<file path="src/include/fcs_pkg.sv">
package fcs_pkg;
	// instruction word field positions
	localparam int MAJOR_LSB = 26;
	localparam int RA_LSB    = 16;
	localparam int RB_LSB    = 11;
	localparam logic [5:0] MAJOR_FLOAT = 6'h32;
	// minor opcodes
	localparam logic [7:0] MIN_GT_S  = 8'h0A;
	localparam logic [7:0] MIN_LE_S  = 8'h0D;
	localparam logic [7:0] MIN_LT_S  = 8'h0C;
	localparam logic [7:0] MIN_NE_S  = 8'h09;
	localparam logic [7:0] MIN_GT_D  = 8'h1A;
	localparam logic [7:0] MIN_LE_D  = 8'h1D;
	localparam logic [7:0] MIN_LT_D  = 8'h1C;
	localparam logic [7:0] MIN_NE_D  = 8'h19;
	localparam logic [7:0] MIN_UEQ_D = 8'h38;
	// reset values of the flag and sticky bits
	localparam logic FLAG_RST = 1'b0;
	localparam logic STICKY_RST = 1'b0;
	// comparison relation selected by the minor code
	typedef enum logic [2:0] {
		FCS_GT, FCS_LE, FCS_LT, FCS_NE, FCS_UEQ
	} fcs_rel_t;
endpackage

</file>
<file path="src/verilog/fcs_class.sv">
`timescale 1ns/1ps
`default_nettype none
// classifies one ieee operand of either precision
module fcs_class (
	input  wire logic [63:0] opnd,
	input  wire logic        dbl,
	output logic             is_inf,
	output logic             is_nan,
	output logic             is_snan,
	output logic             is_zero
);
	logic        exp_ones; // exponent all ones
	logic        man_nz;   // mantissa nonzero
	logic        quiet;    // top mantissa bit
	logic        mag_zero; // magnitude zero (+0 and -0)
	// field extraction per precision
	always_comb begin
		if (dbl) begin
			exp_ones = &opnd[62:52];
			man_nz   = |opnd[51:0];
			quiet    = opnd[51];
			mag_zero = ~|opnd[62:0];
		end else begin
			exp_ones = &opnd[30:23];
			man_nz   = |opnd[22:0];
			quiet    = opnd[22];
			mag_zero = ~|opnd[30:0];
		end
	end
	assign is_inf  = exp_ones & ~man_nz;
	assign is_nan  = exp_ones & man_nz;
	assign is_snan = exp_ones & man_nz & ~quiet;
	assign is_zero = mag_zero;
endmodule
`default_nettype wire

</file>
<file path="src/verilog/fcs_compare.sv">
`timescale 1ns/1ps
`default_nettype none
// float set-flag compare unit; result registered one cycle after issue
module fcs_compare #(
	parameter int CORE_W = 32 // 32 pairs registers, 64 full registers
) (
	input  wire logic              clk,
	input  wire logic              srst,
	input  wire logic              clk_en,
	input  wire logic              issue,
	input  wire logic [31:0]       insn,
	input  wire logic [CORE_W-1:0] opa_hi,
	input  wire logic [CORE_W-1:0] opa_lo,
	input  wire logic [CORE_W-1:0] opb_hi,
	input  wire logic [CORE_W-1:0] opb_lo,
	input  wire logic              unbounded_clr,
	input  wire logic              invalid_clr,
	output logic                   insn_hit,
	output logic                   gpr_write,
	output logic                   flag_we_q,
	output logic                   compare_flag_q,
	output logic                   operand_unbounded_bit_q,
	output logic                   invalid_op_bit_q
);
	// elaboration check on core width
	// only 32 has a path of its own; any other width goes down the
	// 64-bit path, which zero-extends or truncates the lo port to 64 bits
	if (CORE_W != 32 && CORE_W != 64) begin : g_bad_width
		$error("fcs_compare: CORE_W must be 32 or 64");
	end

	////////////////////////////////////////////////////////////////////////
	// decode
	// issue qualifies the word; the reserved fields between the operand
	// selectors and the minor code are not checked, so junk left there
	// by the issue stage does not cost a compare
	logic [5:0]      major;   // top six bits
	logic [7:0]      minor;   // bottom eight bits
	logic            dbl;     // double precision op
	logic            legal;   // recognised compare
	fcs_pkg::fcs_rel_t rel;   // selected relation

	assign major = insn[31:fcs_pkg::MAJOR_LSB];
	assign minor = insn[7:0];

	// minor opcode lookup; unknown codes are not ours
	always_comb begin
		dbl   = 1'b0;
		legal = 1'b1;
		rel   = fcs_pkg::FCS_GT;
		unique case (minor)
			fcs_pkg::MIN_GT_S: rel = fcs_pkg::FCS_GT;
			fcs_pkg::MIN_LE_S: rel = fcs_pkg::FCS_LE;
			fcs_pkg::MIN_LT_S: rel = fcs_pkg::FCS_LT;
			fcs_pkg::MIN_NE_S: rel = fcs_pkg::FCS_NE;
			fcs_pkg::MIN_GT_D: begin
				rel = fcs_pkg::FCS_GT;
				dbl = 1'b1;
			end
			fcs_pkg::MIN_LE_D: begin
				rel = fcs_pkg::FCS_LE;
				dbl = 1'b1;
			end
			fcs_pkg::MIN_LT_D: begin
				rel = fcs_pkg::FCS_LT;
				dbl = 1'b1;
			end
			fcs_pkg::MIN_NE_D: begin
				rel = fcs_pkg::FCS_NE;
				dbl = 1'b1;
			end
			fcs_pkg::MIN_UEQ_D: begin
				rel = fcs_pkg::FCS_UEQ;
				dbl = 1'b1;
			end
			default: legal = 1'b0;
		endcase
	end

	// reserved fields are ignored, only major and minor qualify
	assign insn_hit  = issue & legal & (major == fcs_pkg::MAJOR_FLOAT);
	// compares never target a general-purpose register
	assign gpr_write = 1'b0;

	// insn_hit stays combinational so the issue stage can see the take
	// in the same cycle; everything it feeds below is registered

	////////////////////////////////////////////////////////////////////////
	// operand forming
	// 32-bit core: the pair arrives already read on hi/lo, upper first
	// 64-bit core: one register on lo, the hi lane is never looked at
	logic [63:0] dbl_a; // double view of A
	logic [63:0] dbl_b; // double view of B
	logic [63:0] op_a;  // operand A as compared
	logic [63:0] op_b;  // operand B as compared

	if (CORE_W == 32) begin : g_pair
		// first register of the pair is the upper word
		assign dbl_a = {opa_hi, opa_lo};
		assign dbl_b = {opb_hi, opb_lo};
	end else begin : g_full
		// 64-bit core: lo ports carry whole registers
		assign dbl_a = 64'(opa_lo);
		assign dbl_b = 64'(opb_lo);
	end

	// single precision looks at bits 31..0 only, either core width
	assign op_a = dbl ? dbl_a : {32'h0000_0000, dbl_a[31:0]};
	assign op_b = dbl ? dbl_b : {32'h0000_0000, dbl_b[31:0]};

	////////////////////////////////////////////////////////////////////////
	// classification
	// both operands are classified side by side; the class bits feed
	// the ordering logic and the sticky status events alike
	logic a_inf, a_nan, a_snan, a_zero;
	logic b_inf, b_nan, b_snan, b_zero;

	fcs_class u_cls_a (
		.opnd    (op_a),
		.dbl     (dbl),
		.is_inf  (a_inf),
		.is_nan  (a_nan),
		.is_snan (a_snan),
		.is_zero (a_zero)
	);

	fcs_class u_cls_b (
		.opnd    (op_b),
		.dbl     (dbl),
		.is_inf  (b_inf),
		.is_nan  (b_nan),
		.is_snan (b_snan),
		.is_zero (b_zero)
	);

	////////////////////////////////////////////////////////////////////////
	// ieee ordering
	// a plain integer compare of the patterns would order negatives
	// backwards and split +0 from -0, hence sign-magnitude here
	logic sign_a;   // sign of A
	logic sign_b;   // sign of B
	logic any_nan;  // unordered pair
	logic both_z;   // +0 equals -0
	logic mag_gt;   // |A| > |B|
	logic mag_eq;   // |A| == |B|
	logic f_eq;     // numeric equal
	logic f_gt;     // numeric A > B
	logic result;   // flag value for this op

	assign sign_a  = dbl ? op_a[63] : op_a[31];
	assign sign_b  = dbl ? op_b[63] : op_b[31];
	assign any_nan = a_nan | b_nan;
	assign both_z  = a_zero & b_zero;
	// magnitude compare; upper half zero in single mode
	assign mag_gt  = dbl ? (op_a[62:0] > op_b[62:0])
	                     : (op_a[30:0] > op_b[30:0]);
	assign mag_eq  = dbl ? (op_a[62:0] == op_b[62:0])
	                     : (op_a[30:0] == op_b[30:0]);
	assign f_eq    = both_z | (mag_eq & (sign_a == sign_b));

	// sign-magnitude greater, zero signs collapse
	always_comb begin
		if (both_z)
			f_gt = 1'b0;
		else if (sign_a != sign_b)
			f_gt = sign_b;
		else
			f_gt = sign_a ? (~mag_gt & ~mag_eq) : mag_gt;
	end

	// relation; nan makes ordered relations false
	always_comb begin
		unique case (rel)
			fcs_pkg::FCS_GT: result = ~any_nan & f_gt;
			fcs_pkg::FCS_LE: result = ~any_nan & ~f_gt;
			fcs_pkg::FCS_LT: result = ~any_nan & ~f_gt & ~f_eq;
			// noteq is true for unordered operands as well
			fcs_pkg::FCS_NE: result = any_nan | ~f_eq;
			fcs_pkg::FCS_UEQ: result = any_nan | f_eq;
			default: result = 1'b0;
		endcase
	end
	// single forms share the low-word path above
	// any_nan gate in the ordered relations

	////////////////////////////////////////////////////////////////////////
	// exception events
	// events are qualified by insn_hit only; clk_en gates them where
	// they land, so a frozen cycle neither sets nor loses a bit
	logic ev_inf; // infinity seen
	logic ev_inv; // invalid operation

	assign ev_inf = insn_hit & (a_inf | b_inf);
	// noteq only flags signaling nan; unordered-equal never flags invalid
	always_comb begin
		unique case (rel)
			fcs_pkg::FCS_NE: ev_inv = insn_hit & (a_snan | b_snan);
			fcs_pkg::FCS_UEQ: ev_inv = 1'b0;
			default: ev_inv = insn_hit & any_nan;
		endcase
	end

	////////////////////////////////////////////////////////////////////////
	// compare flag of the supervision register
	// the flag keeps its value between compares; flag_we_q marks the
	// one cycle in which it carries a fresh result
	always_ff @(posedge clk) begin
		if (srst) begin
			compare_flag_q <= fcs_pkg::FLAG_RST;
			flag_we_q      <= 1'b0;
		end else if (clk_en) begin
			flag_we_q <= insn_hit;
			if (insn_hit)
				compare_flag_q <= result;
		end
	end

	// sticky status bits; a new event wins over a clear
	// a clear from software in the cycle of a new event must not lose
	// that event, so the set term is or-ed in after the clear
	always_ff @(posedge clk) begin
		if (srst) begin
			operand_unbounded_bit_q <= fcs_pkg::STICKY_RST;
			invalid_op_bit_q        <= fcs_pkg::STICKY_RST;
		end else if (clk_en) begin
			operand_unbounded_bit_q <= ev_inf |
				(operand_unbounded_bit_q & ~unbounded_clr);
			invalid_op_bit_q <= ev_inv |
				(invalid_op_bit_q & ~invalid_clr);
		end
	end
endmodule
`default_nettype wire

</file>
<file path="config.mk">
export PLATFORM = sky130hd
export DESIGN_NAME = fcs_compare
export DESIGN_NICKNAME = d
export VERILOG_FILES = /design/src/include/fcs_pkg.sv /design/src/verilog/fcs_class.sv /design/src/verilog/fcs_compare.sv
export SDC_FILE = /design/constraint.sdc
export NUM_CORES = 1
export LEC_CHECK = 0
export ABC_AREA = 1
export BUFFER_PORTS_ARGS = -buffer_cell sky130_fd_sc_hd__buf_2
export CORE_MARGIN = 2
export CORE_UTILIZATION = 51
export CTS_CLUSTER_SIZE = 16
export DETAILED_ROUTE_END_ITERATION = 10
export GPL_ROUTABILITY_DRIVEN = 1
export GPL_TIMING_DRIVEN = 1
export PLACE_DENSITY = 0.91
export SYNTH_ARGS = -nofsm -noshare
export SYNTH_HDL_FRONTEND = slang
export SYNTH_SLANG_ARGS = --single-unit
export TNS_END_PERCENT = 1
</file>
<file path="constraint.sdc">
create_clock -name clk -period 6 [get_ports clk]
set_clock_uncertainty 0.1 [all_clocks]
set_input_delay 0.3 -clock clk [delete_from_list [all_inputs] [get_ports clk]]
set_output_delay 0.3 -clock clk [all_outputs]
set_load 0.03 [all_outputs]
</file>
# Word-level counts from Yosys, hierarchy flattened
# Index checks and enable logic that the tools add are counted.
classes:
  n_addsub: 0
  n_mul: 0
  n_bitwise: 38
  reduce_logical: 23
  div: 0
  order_cmp: 2
  eq_ne: 18
  muxes: 22
  shifts: 0
op_table:
  columns: ["operator", "count"]
  rows:
  - ["64-bit 2-to-1 mux", 2]
  - ["63-bit OR reduction", 2]
  - ["52-bit OR reduction", 2]
  - ["63-bit == test", 1]
  - ["63-bit > comparator", 1]
  - ["31-bit OR reduction", 2]
  - ["23-bit OR reduction", 2]
  - ["8-bit by 4-bit == test with 1-bit output, second input constant", 4]
  - ["8-bit by 5-bit == test with 1-bit output, second input constant", 4]
  - ["31-bit == test", 1]
  - ["31-bit > comparator", 1]
  - ["11-bit AND reduction", 2]
  - ["1-bit AND", 19]
  - ["1-bit 2-to-1 mux", 17]
  - ["8-bit AND reduction", 2]
  - ["3-bit case mux with 4 select lines", 1]
  - ["1-bit inverter", 11]
  - ["9-bit OR reduction", 1]
  - ["8-bit by 6-bit == test with 1-bit output, second input constant", 1]
  - ["1-bit bitwise OR", 8]
  - ["3-bit by 2-bit == test with 1-bit output, second input constant", 2]
  - ["6-bit == test, second input constant", 1]
  - ["2-bit OR reduction", 3]
  - ["1-bit case mux with 5 select lines", 1]
  - ["9 further kinds", 12]
totals:
  latch_bits: 0
  mem_bits_rw: 0
  input_bits: 166
  romBits: 0
  ff_bits: 4
  mem_count: 0
  output_inout_bits: 6

# Depth between registers and ports, before layout
# Gate-level depths: netlist of the first run.
logic_depth:
  depth_word: 15
  mapped_depth: 31
  mapped_depth_nobuf: 29

# Cells and area by module
# A second synthesis of the first run with hierarchy kept.
unflattened:
  cells_unflattened: 703
  hier_area_um2: 3558.4
by_module_without_submodules:
  columns: ["module", "cells_each", "seq_area_each_um2", "n_inst", "area_each_um2"]
  rows:
  - ["fcs_compare", 533, 80.1, 1, 2845.2]
  - ["fcs_class", 85, 0.0, 2, 356.6]

# Worst setup path before layout of the first run
# OpenSTA, ideal clock, no wires.
synth_path:
  path_type: "input to register"
  startpoint: "in insn[7]"
  endpoint: "reg compare_flag_q"
  path_buffers: 3
  setup_slack_ns: 2.711
  cell_stages: 28
  setup_time_ns: 0.066
  required_ns: 5.834
  arrival_time_ns: 3.123
  cell_sequence: "nor2_2 > inv_2 > nor2_4 > nand3_4 > nand2_4 > buf_4 > clkbuf_1 > clkbuf_1 > nand2_1 > ha_1 > nand2_1 > nor2_1 > nand2_1 > nor2_1 > nand3_1 > nor3_1 > nand2_1 > nand2_1 > nand2_1 > nand3_1 > nand2_1 > nand4_1 > nand2_1 > inv_1 > nand2_1 > nand2_1 > nand2_1 > a21oi_2"
synth_via:
  elab_chain_len: 15
  elab_cells_between_ends: 70
synth_lines:
  columns: ["element", "line_no", "source"]
  rows:
  - ["from (decl)", "fcs_compare.sv:11", "input wire logic [31:0] insn,"]
  - ["8-bit by 6-bit == test with 1-bit output or 8-bit by 5-bit == test with 1-bit output (tied branches)", "fcs_compare.sv:51", "unique case (minor)"]
  - ["5-bit OR reduction (no source line)", null, null]
  - ["1-bit 2-to-1 mux", "fcs_compare.sv:51", null]
  - ["64-bit 2-to-1 mux, on equally long branches", "fcs_compare.sv:108, fcs_compare.sv:109", null]
  - ["63-bit > comparator or 63-bit == test (tied branches)", "fcs_compare.sv:155, fcs_compare.sv:157", null]
  - ["1-bit 2-to-1 mux, on equally long branches", "fcs_compare.sv:155, fcs_compare.sv:157", null]
  - ["1-bit inverter", "fcs_compare.sv:168", "f_gt = sign_a ? (~mag_gt & ~mag_eq) : mag_gt;"]
  - ["1-bit AND", "fcs_compare.sv:168", null]
  - ["1-bit 2-to-1 mux", "fcs_compare.sv:168", null]
  - ["1-bit 2-to-1 mux", "fcs_compare.sv:165", "else if (sign_a != sign_b)"]
  - ["1-bit 2-to-1 mux", "fcs_compare.sv:163", "if (both_z)"]
  - ["1-bit inverter", "fcs_compare.sv:175, fcs_compare.sv:176", null]
  - ["1-bit AND", "fcs_compare.sv:175, fcs_compare.sv:176", null]
  - ["1-bit AND", "fcs_compare.sv:176", "fcs_pkg::FCS_LT: result = ~any_nan & ~f_gt & ~f_eq;"]
  - ["1-bit case mux with 5 select lines", "fcs_compare.sv:173", "unique case (rel)"]
  - ["to (signal assigned)", "fcs_compare.sv:209", "compare_flag_q <= fcs_pkg::FLAG_RST;"]
  - ["to (signal assigned)", "fcs_compare.sv:214", "compare_flag_q <= result;"]
  - ["to (decl)", "fcs_compare.sv:21", "output logic compare_flag_q,"]
# Parallel ways exist; a longest one is shown, timed or not.
# A chain may end at the register's enable or synchronous reset.

# Final worst setup path of the first run
# Same ends and word-level chain as after synthesis.

==> metrics.txt, run 1 <==
# TYPE chip_impl_metric gauge
chip_impl_info{name="run_status",value="completed"} 1
chip_impl_metric{name="gp_congestion",unit=""} 0.914
chip_impl_metric{name="route.vias.total",unit=""} 4436
chip_impl_metric{name="final-instance-count-excl-fill",unit=""} 843
chip_impl_metric{name="synth_enable_flop_cells",unit=""} 0
chip_impl_metric{name="post-cts-setup-buffers",unit=""} 0
chip_impl_metric{name="cp.arrival",unit="ns"} 3.90
chip_impl_metric{name="layout-drive-gt1-share",unit="%"} 22.5
chip_impl_metric{name="critPathMaxStageDelay",unit="ns"} 0.44
chip_impl_metric{name="core",unit="sq um"} 6280
chip_impl_metric{name="clockBufferDepth",unit=""} 2
chip_impl_metric{name="area_delta_synth_final",unit="%"} 25.6
chip_impl_metric{name="ys_ff_latch",unit=""} 4
chip_impl_metric{name="timing.max_cap.violations",unit=""} 0
chip_impl_metric{name="net_count_synth",unit=""} 850
chip_impl_metric{name="row_count",unit=""} 29
chip_impl_metric{name="synthesis.yosys.warnings",unit=""} 0
chip_impl_metric{name="first_global_vias",unit=""} 4228
chip_impl_metric{name="drc",unit=""} 0
chip_impl_metric{name="route.detailed.vias_per_inst",unit=""} 5.26
chip_impl_metric{name="pin_count",unit=""} 172
chip_impl_metric{name="post_detailed_route_count_of_antenna_violating_nets",unit=""} 0
chip_impl_metric{name="portBuffers",unit=""} 152
chip_impl_info{name="synth.most_common_cell",value="sky130_fd_sc_hd__nand2_1"} 1
chip_impl_info{name="synth.largest_area_cell",value="sky130_fd_sc_hd__ha_1"} 1
chip_impl_metric{name="synth_seq_area_share",unit="%"} 2.44
chip_impl_metric{name="worst_ep_required_time",unit="ns"} 6.05
chip_impl_info{name="critical-path-top-cell-by-count",value="sky130_fd_sc_hd__nand2_1"} 1
chip_impl_info{name="ys_dominant_reg_cell",value="sky130_fd_sc_hd__dfxtp_1"} 1
chip_impl_metric{name="power.density_cell_area",unit="nW/um^2"} 65.2
chip_impl_metric{name="worst_slew_margin_rel",unit="%"} 61.6
chip_impl_info{name="cts_root_buffer",value="sky130_fd_sc_hd__clkbuf_8"} 1
chip_impl_metric{name="dp_hpwl",unit="um"} 8640
chip_impl_metric{name="setup_total_negative_slack",unit="ns"} 0
chip_impl_metric{name="grt_usage",unit="%"} 27.0
chip_impl_metric{name="ys_async_sr_fraction",unit="%"} 0
chip_impl_metric{name="timing.fmax",unit="MHz"} 260
chip_impl_metric{name="antenna_found_initial",unit=""} 0
chip_impl_metric{name="post_cts.resized_instances",unit=""} 0
chip_impl_metric{name="finalWirelength",unit="um"} 9780
chip_impl_metric{name="clk_lat_worst_skew",unit="ns"} 0.22
chip_impl_metric{name="cts_made_buffers",unit=""} 3
chip_impl_info{name="cp_top_family",value="simple AND/OR/NAND/NOR gates"} 1
chip_impl_metric{name="worstMarginPinSlew",unit="ns"} 0.575
chip_impl_metric{name="yosys.area.top_type_share",unit="%"} 24.0
chip_impl_metric{name="dr.first_iter.drc_count",unit=""} 225
chip_impl_metric{name="start_util",unit="%"} 52.4
chip_impl_metric{name="htree_levels",unit=""} 1
chip_impl_metric{name="clock_sink_count",unit=""} 4
chip_impl_metric{name="avgRoutedWirePerCell",unit="um"} 11.6
chip_impl_metric{name="fin_max_slew_vios",unit=""} 0
chip_impl_metric{name="design.die.area",unit="sq um"} 7110
chip_impl_metric{name="report.final.hold_viol_count",unit=""} 0
chip_impl_info{name="synth.top_cells.by_count",value="200 x sky130_fd_sc_hd__nand2_1, 107 x sky130_fd_sc_hd__inv_1, 95 x sky130_fd_sc_hd__nor2_1"} 1
chip_impl_info{name="cpMaxStageDelayCell",value="sky130_fd_sc_hd__nand2_4"} 1
chip_impl_info{name="timing.critical_path.to_type",value="register"} 1
chip_impl_metric{name="post_synth_num_cell_types",unit=""} 30
chip_impl_metric{name="critPathBufInv",unit=""} 5
chip_impl_metric{name="setup_violations",unit=""} 0
chip_impl_metric{name="layout.core_utilization",unit="%"} 65.8
chip_impl_metric{name="antenna_cells_inserted",unit=""} 0
chip_impl_info{name="rsz0062_at_grt",value="false"} 1
chip_impl_metric{name="hold_bufs_inserted_after_cts",unit=""} 0
chip_impl_info{name="startpoint_type",value="input port"} 1
chip_impl_metric{name="crit_fanout",unit=""} 60
chip_impl_metric{name="final_nets",unit=""} 997
chip_impl_metric{name="placed_cells",unit=""} 840
chip_impl_metric{name="power.static_leakage",unit="uW"} 0.00261
chip_impl_metric{name="firstDrtPassIters",unit=""} 8
chip_impl_info{name="timing.setup.critical_path_class",value="input port to register"} 1
chip_impl_metric{name="synthCells",unit=""} 621
chip_impl_info{name="synthTopCellsByArea",value="sky130_fd_sc_hd__ha_1 24%, sky130_fd_sc_hd__nand2_1 23%, sky130_fd_sc_hd__inv_1 12%"} 1
chip_impl_metric{name="syn-cell-area",unit="sq um"} 3290
chip_impl_metric{name="dieHeight",unit="um"} 84.3
chip_impl_metric{name="grt_start_max_net_pins",unit=""} 61
chip_impl_info{name="clock_tree_from_tritoncts",value="yes"} 1
chip_impl_metric{name="grt_overflow",unit=""} 0
chip_impl_metric{name="grt_pass1_wl",unit="um"} 16800
chip_impl_metric{name="final.period_utilization",unit="%"} 64.1
chip_impl_metric{name="final.min_clock_period",unit="ns"} 3.85
chip_impl_metric{name="vdd_ir_drop_max",unit="mV"} 0.0754
chip_impl_metric{name="synth_area_per_cell",unit="sq um"} 5.29
chip_impl_metric{name="chipWidth",unit="um"} 84.3
chip_impl_info{name="hold_path_class",value="input port to register"} 1
chip_impl_metric{name="cts.clk_slew.worst_paths",unit="ns"} 0.03
==> cell usage in the layout (no fill, tap or decap) <==
cell and instances:
sky130_fd_sc_hd__dfxtp_1 4, sky130_fd_sc_hd__nor2_2 4, sky130_fd_sc_hd__inv_2 3, sky130_fd_sc_hd__o41ai_2 1, sky130_fd_sc_hd__a21o_1 3, sky130_fd_sc_hd__buf_2 152, sky130_fd_sc_hd__nand2_4 1, sky130_fd_sc_hd__nor3_1 10
sky130_fd_sc_hd__nand3_2 1, sky130_fd_sc_hd__o221ai_1 1, sky130_fd_sc_hd__nor4_1 5, sky130_fd_sc_hd__o41ai_1 11, sky130_fd_sc_hd__nor2_4 2, sky130_fd_sc_hd__nand2_2 3, sky130_fd_sc_hd__nor2_1 95, sky130_fd_sc_hd__nand3_1 33
sky130_fd_sc_hd__inv_1 107, sky130_fd_sc_hd__nand4_1 20, sky130_fd_sc_hd__a21oi_2 1, sky130_fd_sc_hd__clkbuf_8 3, sky130_fd_sc_hd__nand3b_1 1, sky130_fd_sc_hd__nand3_4 1, sky130_fd_sc_hd__nand2_1 200, sky130_fd_sc_hd__a21oi_1 27
sky130_fd_sc_hd__conb_1 1, sky130_fd_sc_hd__ha_1 63, sky130_fd_sc_hd__a21boi_1 1, sky130_fd_sc_hd__o21ai_0 12
==> state kept, by name (all words and copies together), names as in the netlist <==
| register | cells |
|---|---|
| compare_flag_q | 1 |
| flag_we_q | 1 |
| invalid_op_bit_q | 1 |
| operand_unbounded_bit_q | 1 |
==> layer usage <==
metal | wire, um | global-route usage (%) | up-vias
met4 | 154 | 7.18 | 0
met3 | 791 | 3.83 | 16
met2 | 4850 | 50.4 | 191
met5 | 0 | 0 | -
li1 | - | - | 2284
met1 | 3990 | 32.0 | 1945
==> report_power, final <==
part           internal [uW]  leakage [uW]  switching [uW]
registers               26.8     0.0000322        0.000833
clock network           42.8     0.0000216            13.8
logic                   80.4       0.00255             106
total                    150       0.00261             120
==> area by class of cell <==
type / count / area [sq um]
Multi-Input combinational cell: 497 / 2740
Clock buffer: 3 / 41.3
Tap cell: 77 / 96.3
Timing Repair Buffer: 152 / 761
Sequential cell: 4 / 80.1
Inverter: 110 / 413
Fill cell: 627 / 2150
==> stage by stage <==
step / area, sq um / total power, uW / hold slack [ns] / setup slack (ns)
3_3_place_gp: 4090 / 204 / 0.349 / 2.08
4_1_cts: 4130 / 269 / 0.184 / 2.19
2_1_floorplan: 3290 / 126 / 0.262 / 2.71
5_1_grt: 4130 / 298 / 0.190 / 1.72
3_5_place_dp: 4090 / 210 / 0.350 / 1.98
6_report: 4130 / 269 / 0.186 / 2.15
==> cells by family (layout without fill, tap and decap cells) <==
kind of cell | count (synthesis) | in the layout | share of synthesized area (%)
AO/OA/AOI/OAI | 57 | 57 | 10.8
adder cells (fa/ha/maj) | 63 | 63 | 24.0
buffers and inverters | 120 | 265 | 14.3
flip-flops | 4 | 4 | 2.44
other | 1 | 1 | 0.114
AND/OR/NAND/NOR | 376 | 376 | 48.4
==> final timing paths <==
path	cells after the start	from	slack, ns	endpoint
worst max-delay path	28	insn[7]	2.15	compare_flag_q
worst min-delay path	2	srst	0.19	compare_flag_q
worst max register to register	2	operand_unbounded_bit_q	5.32	operand_unbounded_bit_q
worst min register to register	2	flag_we_q	0.35	flag_we_q
(Power assumes the default switching activity.)
==> run 2: changes to the inputs <==
--- a/config.mk
+++ b/config.mk
@@ -5,15 +5,15 @@
 export SDC_FILE = /design/constraint.sdc
 export NUM_CORES = 1
 export LEC_CHECK = 0
-export ABC_AREA = 1
+export ABC_AREA = 0
 export BUFFER_PORTS_ARGS = -buffer_cell sky130_fd_sc_hd__buf_2
 export CORE_MARGIN = 2
-export CORE_UTILIZATION = 51
+export CORE_UTILIZATION = 41
 export CTS_CLUSTER_SIZE = 16
 export DETAILED_ROUTE_END_ITERATION = 10
 export GPL_ROUTABILITY_DRIVEN = 1
 export GPL_TIMING_DRIVEN = 1
-export PLACE_DENSITY = 0.91
+export PLACE_DENSITY = 0.82
 export SYNTH_ARGS = -nofsm -noshare
 export SYNTH_HDL_FRONTEND = slang
 export SYNTH_SLANG_ARGS = --single-unit
==> constraint.sdc (replaced) <==
create_clock -name clk -period 3.13 [get_ports clk]
set_clock_uncertainty 0.1 [all_clocks]
set_input_delay 0.1565 -clock clk [delete_from_list [all_inputs] [get_ports clk]]
set_output_delay 0.1565 -clock clk [all_outputs]
set_load 0.03 [all_outputs]
==> metrics.txt, run 2 <==
# TYPE chip_impl_metric gauge
chip_impl_metric{name="power.density_cell_area",unit="nW/um^2"} 127
chip_impl_metric{name="row_count",unit=""} 30
chip_impl_metric{name="post_synth_num_cell_types",unit=""} 57
chip_impl_metric{name="clk_lat_worst_skew",unit="ns"} 0.23
chip_impl_info{name="run_status",value="finished with violations"} 1
chip_impl_info{name="rsz0062_at_grt",value="true"} 1
chip_impl_metric{name="grt_usage",unit="%"} 24.1
chip_impl_metric{name="post-route-cell-area",unit="sq um"} 3910
chip_impl_info{name="clock_tree_from_tritoncts",value="yes"} 1
chip_impl_metric{name="clock_sink_count",unit=""} 4
chip_impl_metric{name="critPathMaxStageDelay",unit="ns"} 0.55
chip_impl_info{name="cpMaxStageDelayCell",value="sky130_fd_sc_hd__or4b_4"} 1
chip_impl_metric{name="clockBufferDepth",unit=""} 2
chip_impl_metric{name="avgRoutedWirePerCell",unit="um"} 14.2
chip_impl_metric{name="synth_enable_flop_cells",unit=""} 0
chip_impl_metric{name="synth_area_per_cell",unit="sq um"} 6.88
chip_impl_info{name="ys_dominant_reg_cell",value="sky130_fd_sc_hd__dfxtp_1"} 1
chip_impl_metric{name="crit_fanout",unit=""} 39
chip_impl_metric{name="routed-wl-met3",unit="um"} 546
chip_impl_info{name="timing.critical_path.to_type",value="register"} 1
chip_impl_metric{name="vdd_ir_drop_max",unit="mV"} 0.0814
chip_impl_metric{name="start_util",unit="%"} 41.6
chip_impl_metric{name="yosys.area.top_type_share",unit="%"} 28.3
chip_impl_metric{name="gp_congestion",unit=""} 0.956
chip_impl_metric{name="grt_overflow",unit=""} 0
chip_impl_metric{name="final_nets",unit=""} 806
chip_impl_metric{name="cp.arrival",unit="ns"} 3.46
chip_impl_metric{name="area_delta_synth_final",unit="%"} 40.4
chip_impl_metric{name="dp_hpwl",unit="um"} 8310
chip_impl_metric{name="fin_max_slew_vios",unit=""} 0
chip_impl_info{name="top_signal_layer_used",value="met4"} 1
chip_impl_metric{name="cts_made_buffers",unit=""} 3
chip_impl_info{name="critical_path.reg2reg.endpoint",value="compare_flag_q"} 1
chip_impl_metric{name="worst_ep_required_time",unit="ns"} 3.18
chip_impl_info{name="startpoint_type",value="input port"} 1
chip_impl_info{name="mostFrequentLayoutCell",value="sky130_fd_sc_hd__buf_2"} 1
chip_impl_metric{name="syn-cell-area",unit="sq um"} 2780
chip_impl_info{name="hold_path_class",value="input port to register"} 1
chip_impl_metric{name="post_detailed_route_count_of_antenna_violating_nets",unit=""} 0
chip_impl_metric{name="setup_violations",unit=""} 1
chip_impl_info{name="synth.most_common_cell",value="sky130_fd_sc_hd__ha_1"} 1
chip_impl_metric{name="final.fill_count",unit=""} 643
chip_impl_metric{name="power.share.clock",unit="%"} 23.8
chip_impl_info{name="critical-path-top-cell-by-count",value="sky130_fd_sc_hd__o211ai_1"} 1
chip_impl_info{name="synth.largest_area_cell",value="sky130_fd_sc_hd__ha_1"} 1
chip_impl_metric{name="antenna_found_initial",unit=""} 0
chip_impl_metric{name="totalPowerFinal",unit="uW"} 494
chip_impl_metric{name="cts.clk_slew.worst_paths",unit="ns"} 0.04
chip_impl_info{name="critical_path.cell_chain",value="buf_2, or4b_4, o31ai_4, and3_4, buf_12, and2_1, ha_1, a21oi_1, o21ai_0, a221o_1, o31a_1, o211ai_1, o31ai_1, or4b_1, o211ai_1"} 1
chip_impl_info{name="violations",value="negative setup slack"} 1
chip_impl_metric{name="design.die.area",unit="sq um"} 7460
chip_impl_info{name="cts_root_buffer",value="sky130_fd_sc_hd__clkbuf_8"} 1
chip_impl_info{name="timing.setup.critical_path_class",value="input port to register"} 1
chip_impl_metric{name="timing.max_cap.violations",unit=""} 0
chip_impl_info{name="synthTopCellsByArea",value="sky130_fd_sc_hd__ha_1 28%, sky130_fd_sc_hd__nand2_1 7.7%, sky130_fd_sc_hd__and2_1 7.6%"} 1
chip_impl_info{name="most_used_cells_in_the_layout_excluding_fill_and_tap_cells",value="152 x sky130_fd_sc_hd__buf_2, 62 x sky130_fd_sc_hd__ha_1, 56 x sky130_fd_sc_hd__nand2_1, 35 x sky130_fd_sc_hd__inv_1, 33 x sky130_fd_sc_hd__and2_1"} 1
chip_impl_metric{name="combPwrFrac",unit="%"} 65.8
chip_impl_metric{name="layout.core_utilization",unit="%"} 58.4
chip_impl_metric{name="final.min_clock_period",unit="ns"} 3.41
chip_impl_metric{name="grt_start_max_net_pins",unit=""} 40
chip_impl_metric{name="core",unit="sq um"} 6680
chip_impl_info{name="min_to",value="invalid_op_bit_q"} 1
chip_impl_metric{name="hold_depth",unit=""} 2
chip_impl_metric{name="finalWirelength",unit="um"} 9310
chip_impl_metric{name="netSwitchingFraction",unit="%"} 40.6
chip_impl_metric{name="firstDrtPassIters",unit=""} 4
chip_impl_metric{name="dieHeight",unit="um"} 86.4
chip_impl_metric{name="routedLengthMet1",unit="um"} 4090
chip_impl_metric{name="portBuffers",unit=""} 152
chip_impl_metric{name="r2r.worst_path.cells",unit=""} 5
chip_impl_metric{name="internal_power",unit="uW"} 294
chip_impl_metric{name="chipWidth",unit="um"} 86.4
chip_impl_metric{name="synth_seq_area_share",unit="%"} 2.88
chip_impl_info{name="cp_top_family",value="simple AND/OR/NAND/NOR gates"} 1
chip_impl_metric{name="dr_wl_met2",unit="um"} 4430
chip_impl_metric{name="route.detailed.vias_per_inst",unit=""} 5.69
chip_impl_metric{name="ys_ff_latch",unit=""} 4
chip_impl_metric{name="dpl_cell_area",unit="sq um"} 3840
chip_impl_metric{name="route.vias.total",unit=""} 3729
chip_impl_metric{name="switching_component_of_the_power",unit="uW"} 201
chip_impl_info{name="r2r_start",value="compare_flag_q"} 1
chip_impl_metric{name="first_global_vias",unit=""} 3536
chip_impl_metric{name="drc",unit=""} 0
chip_impl_metric{name="dr.first_iter.drc_count",unit=""} 82
chip_impl_metric{name="synthesis.yosys.warnings",unit=""} 0
chip_impl_info{name="synth.top_cells.by_count",value="63 x sky130_fd_sc_hd__ha_1, 57 x sky130_fd_sc_hd__nand2_1, 35 x sky130_fd_sc_hd__inv_1"} 1
chip_impl_metric{name="net_count_synth",unit=""} 633
chip_impl_metric{name="ys_async_sr_fraction",unit="%"} 0
chip_impl_metric{name="report.final.hold_viol_count",unit=""} 0
chip_impl_metric{name="pin_count",unit=""} 172
chip_impl_metric{name="final.period_utilization",unit="%"} 109
chip_impl_metric{name="grt_pass1_wl",unit="um"} 15100
chip_impl_metric{name="power.share.sequential",unit="%"} 10.4
chip_impl_metric{name="power.static_leakage",unit="uW"} 0.00196
chip_impl_metric{name="critPathBufInv",unit=""} 2
chip_impl_metric{name="r2r_slack",unit="ns"} 1.75
chip_impl_metric{name="synthCells",unit=""} 404
chip_impl_metric{name="timing.fmax",unit="MHz"} 293
chip_impl_metric{name="htree_levels",unit=""} 1
chip_impl_metric{name="antenna_cells_inserted",unit=""} 0
chip_impl_metric{name="final.setup.worst_slack",unit="ns"} -0.277
chip_impl_info{name="hp-start",value="srst"} 1
chip_impl_metric{name="layout-drive-gt1-share",unit="%"} 34.3
## run 2: cell types whose count changed after synthesis, sizes merged, moves of 4 or more
cell	previous run	this run
nand2	204	57
nor2	101	12
inv	110	35
and2	0	34
nor4	5	28
nand3	35	15
o41ai	12	0
nand4	20	26
a21o	3	8
nor3	10	15
o211ai	0	4
o21ai	12	8
o31ai	0	4
## run 2: worst max-delay path by stage
stage | startpoint | cells after the start | slack [ns] | endpoint
6_report | insn[5] | 15 | -0.28 | compare_flag_q
3_3_place_gp | insn[5] | 15 | -0.54 | compare_flag_q
3_5_place_dp | insn[5] | 15 | -0.62 | compare_flag_q
5_1_grt | insn[5] | 15 | -0.45 | compare_flag_q
2_1_floorplan | insn[5] | 16 | -0.41 | compare_flag_q
4_1_cts | insn[5] | 15 | -0.29 | compare_flag_q
## run 2: cell type report
| class | count | area, sq um | share of cell area (%) |
|---|---|---|---|
| Timing Repair Buffer | 177 | 973 | 24.9 |
| Inverter | 35 | 131 | 3.36 |
| Tap cell | 80 | 100 | 2.56 |
| Clock buffer | 3 | 41.3 | 1.06 |
| Sequential cell | 4 | 80.1 | 2.05 |
| Multi-Input combinational cell | 356 | 2580 | 66.0 |
## run 2: per-stage QoR
stage / cells / hold slack [ns] / setup WS (ns) / setup TNS (ns)
finish: 655 / 0.0560 / -0.277 / -0.277
detailed placement: 652 / 0.270 / -0.621 / -0.621
floorplan: 404 / 0.126 / -0.407 / -0.407
global placement: 652 / 0.267 / -0.536 / -0.536
global route: 655 / 0.0642 / -0.450 / -0.450
CTS: 655 / 0.0525 / -0.285 / -0.285
## run 2: timing repair
item	4_1_cts	5_1_grt
cloned	0	0
resized for setup	3	3
setup buffers	0	0
hold buffers	0	0
setup endpoints to repair	1	1
pin swaps	2	0
## run 2: cells by family (layout without fill, tap and decap cells)
kind of cell	count (synthesis)	after routing	share of synthesized area (%)
multiplexers	5	5	2.07
AND/OR/NAND/NOR	206	206	40.6
buffers and inverters	44	215	6.16
flip-flops	4	4	2.88
adder cells (fa/ha/maj)	63	63	28.3
other	1	1	0.135
AO/OA/AOI/OAI	79	79	19.2
XOR/XNOR	2	2	0.630
## run 2: worst reg2reg max path: cells and delay by family, from the launching register on
family | cells | cell delay, ns
compound gates | 3 | 0.32
flops | 1 | 0.35
simple gates | 2 | 0.54
## run 2: metal layers
metal	GRT usage, %	up-vias
li1	-	1874
met1	29.2	1693
met2	44.3	141
met3	1.71	21
met4	8.38	0
met5	0	-
## run 2: power groups by stage
stage | registers, uW | clock network [uW] | logic, uW
finish | 51.3 | 118 | 325
global route | 51.3 | 115 | 365
CTS | 51.3 | 115 | 322
detailed placement | 52.1 | 0 | 318
global placement | 52.1 | 0 | 309
floorplan | 52.1 | 0 | 140
==> run 3: changes to the inputs <==
--- a/config.mk
+++ b/config.mk
@@ -7,13 +7,14 @@
 export LEC_CHECK = 0
 export ABC_AREA = 0
 export BUFFER_PORTS_ARGS = -buffer_cell sky130_fd_sc_hd__buf_2
+export CAP_MARGIN = 5
 export CORE_MARGIN = 2
-export CORE_UTILIZATION = 41
+export CORE_UTILIZATION = 48
 export CTS_CLUSTER_SIZE = 16
 export DETAILED_ROUTE_END_ITERATION = 10
 export GPL_ROUTABILITY_DRIVEN = 1
 export GPL_TIMING_DRIVEN = 1
-export PLACE_DENSITY = 0.82
+export PLACE_DENSITY = 0.9
 export SYNTH_ARGS = -nofsm -noshare
 export SYNTH_HDL_FRONTEND = slang
 export SYNTH_SLANG_ARGS = --single-unit
==> constraint.sdc (replaced) <==
create_clock -name clk -period 4.3 [get_ports clk]
set_clock_uncertainty 0.1 [all_clocks]
set_input_delay 0.215 -clock clk [delete_from_list [all_inputs] [get_ports clk]]
set_output_delay 0.215 -clock clk [all_outputs]
set_load 0.03 [all_outputs]
==> metrics.txt, run 3 (same netlist as run 2, synthesis figures left out) <==
# TYPE chip_impl_metric gauge
chip_impl_metric{name="globalRouteMet2Util",unit="%"} 50.8
chip_impl_metric{name="antenna_found_initial",unit=""} 0
chip_impl_metric{name="layout-drive-gt1-share",unit="%"} 30.6
chip_impl_metric{name="dieHeight",unit="um"} 80.1
chip_impl_info{name="cts_root_buffer",value="sky130_fd_sc_hd__clkbuf_8"} 1
chip_impl_metric{name="antenna_cells_inserted",unit=""} 0
chip_impl_metric{name="hold_bufs_inserted_after_cts",unit=""} 0
chip_impl_info{name="critical_path.cell_chain",value="buf_2, or4b_4, o31ai_2, and3_2, buf_12, nand2_1, ha_1, nand4_1, nor4_1, nor3b_1, a31oi_1, a31oi_1, o31ai_1, or4b_1, o211ai_1"} 1
chip_impl_metric{name="first_global_vias",unit=""} 3653
chip_impl_metric{name="cts_made_buffers",unit=""} 3
chip_impl_metric{name="post_cts.resized_instances",unit=""} 0
chip_impl_metric{name="post-route-cell-area",unit="sq um"} 3670
chip_impl_info{name="run_status",value="completed"} 1
chip_impl_metric{name="route.vias.total",unit=""} 3646
chip_impl_metric{name="setup_violations",unit=""} 0
chip_impl_metric{name="finalWirelength",unit="um"} 8960
chip_impl_metric{name="pin_count",unit=""} 172
chip_impl_info{name="most_used_cells_in_the_layout_excluding_fill_and_tap_cells",value="152 x sky130_fd_sc_hd__buf_2, 63 x sky130_fd_sc_hd__ha_1, 57 x sky130_fd_sc_hd__nand2_1, 35 x sky130_fd_sc_hd__inv_1, 34 x sky130_fd_sc_hd__and2_1"} 1
chip_impl_metric{name="setup_total_negative_slack",unit="ns"} 0
chip_impl_metric{name="dp_hpwl",unit="um"} 8010
chip_impl_metric{name="portBuffers",unit=""} 152
chip_impl_metric{name="avgRoutedWirePerCell",unit="um"} 14.3
chip_impl_metric{name="grt_start_max_net_pins",unit=""} 39
chip_impl_metric{name="post-cts-setup-buffers",unit=""} 0
chip_impl_metric{name="final.min_clock_period",unit="ns"} 3.89
chip_impl_metric{name="post_detailed_route_count_of_antenna_violating_nets",unit=""} 0
chip_impl_info{name="timing.setup.critical_path_class",value="input port to register"} 1
chip_impl_metric{name="dpl_cell_area",unit="sq um"} 3630
chip_impl_metric{name="grt_overflow",unit=""} 0
chip_impl_metric{name="clock_sink_count",unit=""} 4
chip_impl_info{name="rsz0062_at_grt",value="false"} 1
chip_impl_metric{name="final.period_utilization",unit="%"} 90.5
chip_impl_metric{name="final_nets",unit=""} 784
chip_impl_metric{name="report.final.hold_viol_count",unit=""} 0
chip_impl_metric{name="power.density_cell_area",unit="nW/um^2"} 92.9
chip_impl_metric{name="drc",unit=""} 0
chip_impl_info{name="global_route.peak_usage_layer",value="met2"} 1
chip_impl_metric{name="timing.fmax",unit="MHz"} 257
chip_impl_metric{name="htree_levels",unit=""} 1
chip_impl_metric{name="critPathMaxStageDelay",unit="ns"} 0.56
chip_impl_metric{name="worst_ep_required_time",unit="ns"} 4.34
chip_impl_metric{name="power.static_leakage",unit="uW"} 0.00185
chip_impl_metric{name="firstDrtPassIters",unit=""} 4
chip_impl_metric{name="row_count",unit=""} 27
chip_impl_metric{name="worst_slew_margin_rel",unit="%"} 66.6
chip_impl_metric{name="cts.clk_slew.worst_paths",unit="ns"} 0.04
chip_impl_metric{name="vdd_ir_drop_max",unit="mV"} 0.0733
chip_impl_metric{name="fin_max_slew_vios",unit=""} 0
chip_impl_metric{name="area_delta_synth_final",unit="%"} 31.9
chip_impl_metric{name="timing.max_cap.violations",unit=""} 0
chip_impl_metric{name="grt_usage",unit="%"} 27.3
chip_impl_metric{name="globalRouteMet1Util",unit="%"} 30.5
chip_impl_metric{name="start_util",unit="%"} 50.2
chip_impl_metric{name="design.die.area",unit="sq um"} 6420
chip_impl_metric{name="use_met3",unit="%"} 3.48
chip_impl_metric{name="route.detailed.vias_per_inst",unit=""} 5.83
chip_impl_metric{name="crit_fanout",unit=""} 38
chip_impl_info{name="clock_tree_from_tritoncts",value="yes"} 1
chip_impl_metric{name="gp_congestion",unit=""} 0.841
chip_impl_metric{name="cp.arrival",unit="ns"} 3.93
chip_impl_info{name="timing.critical_path.to_type",value="register"} 1
chip_impl_info{name="startpoint_type",value="input port"} 1
chip_impl_info{name="mostFrequentLayoutCell",value="sky130_fd_sc_hd__buf_2"} 1
chip_impl_metric{name="core",unit="sq um"} 5540
chip_impl_metric{name="worstMarginPinSlew",unit="ns"} 0.495
chip_impl_metric{name="chipWidth",unit="um"} 80.1
chip_impl_info{name="hold_path_class",value="input port to register"} 1
chip_impl_metric{name="clk_lat_worst_skew",unit="ns"} 0.22
chip_impl_info{name="critical-path-top-cell-by-count",value="sky130_fd_sc_hd__a31oi_1"} 1
chip_impl_metric{name="clockBufferDepth",unit=""} 2
chip_impl_info{name="cpMaxStageDelayCell",value="sky130_fd_sc_hd__or4b_4"} 1
chip_impl_metric{name="grt_pass1_wl",unit="um"} 14600
chip_impl_metric{name="dr.first_iter.drc_count",unit=""} 145
-- run 3: stage by stage --
stage	setup slack [ns]	hold WS [ns]	total power [uW]	cells	utilization [%]
2_1_floorplan	0.294	0.184	138	404	-
3_3_place_gp	0.326	0.327	247	622	65.5
3_5_place_dp	0.231	0.329	256	622	65.5
4_1_cts	0.449	0.103	339	625	66.2
5_1_grt	0.0750	0.113	373	625	66.2
6_report	0.409	0.114	341	625	66.2
-- run 3: worst paths after layout --
kind	cells after the start	slack [ns]	startpoint	to
max	15	0.41	insn[0]	compare_flag_q
min	2	0.11	srst	operand_unbounded_bit_q
max reg2reg	5	2.92	compare_flag_q	compare_flag_q
min reg2reg	2	0.41	invalid_op_bit_q	invalid_op_bit_q
-- run 3: cell type report --
class	count	area [sq um]
fill	480	1870
tap	72	90.1
multi-input combinational	356	2530
inverter	35	131
sequential	4	80.1
timing repair buffer	155	796
clock buffer	3	41.3
-- run 3: layer usage --
layer  wire length [um]  part of all wire [%]  vias up
met2               4300                    48      177
met3                689                   7.7       32
met4                330                   3.7        0
li1                   -                     -     1830
met5                  0                     0        -
met1               3650                    41     1607
-- run 3: worst max-delay path, delay by kind of cell --
kind	cells	cell delay, ns
simple gates	7	2.32
compound gates	5	0.70
buf+inv	2	0.35
fa+ha+maj	1	0.32
-- run 3: power breakdown --
group          leakage (uW)  switching [uW]  internal [uW]  total (uW)
combinational       0.00179             117            105         222
clock             0.0000216            21.9           59.9        81.8
sequential        0.0000322         0.00620           37.4        37.4
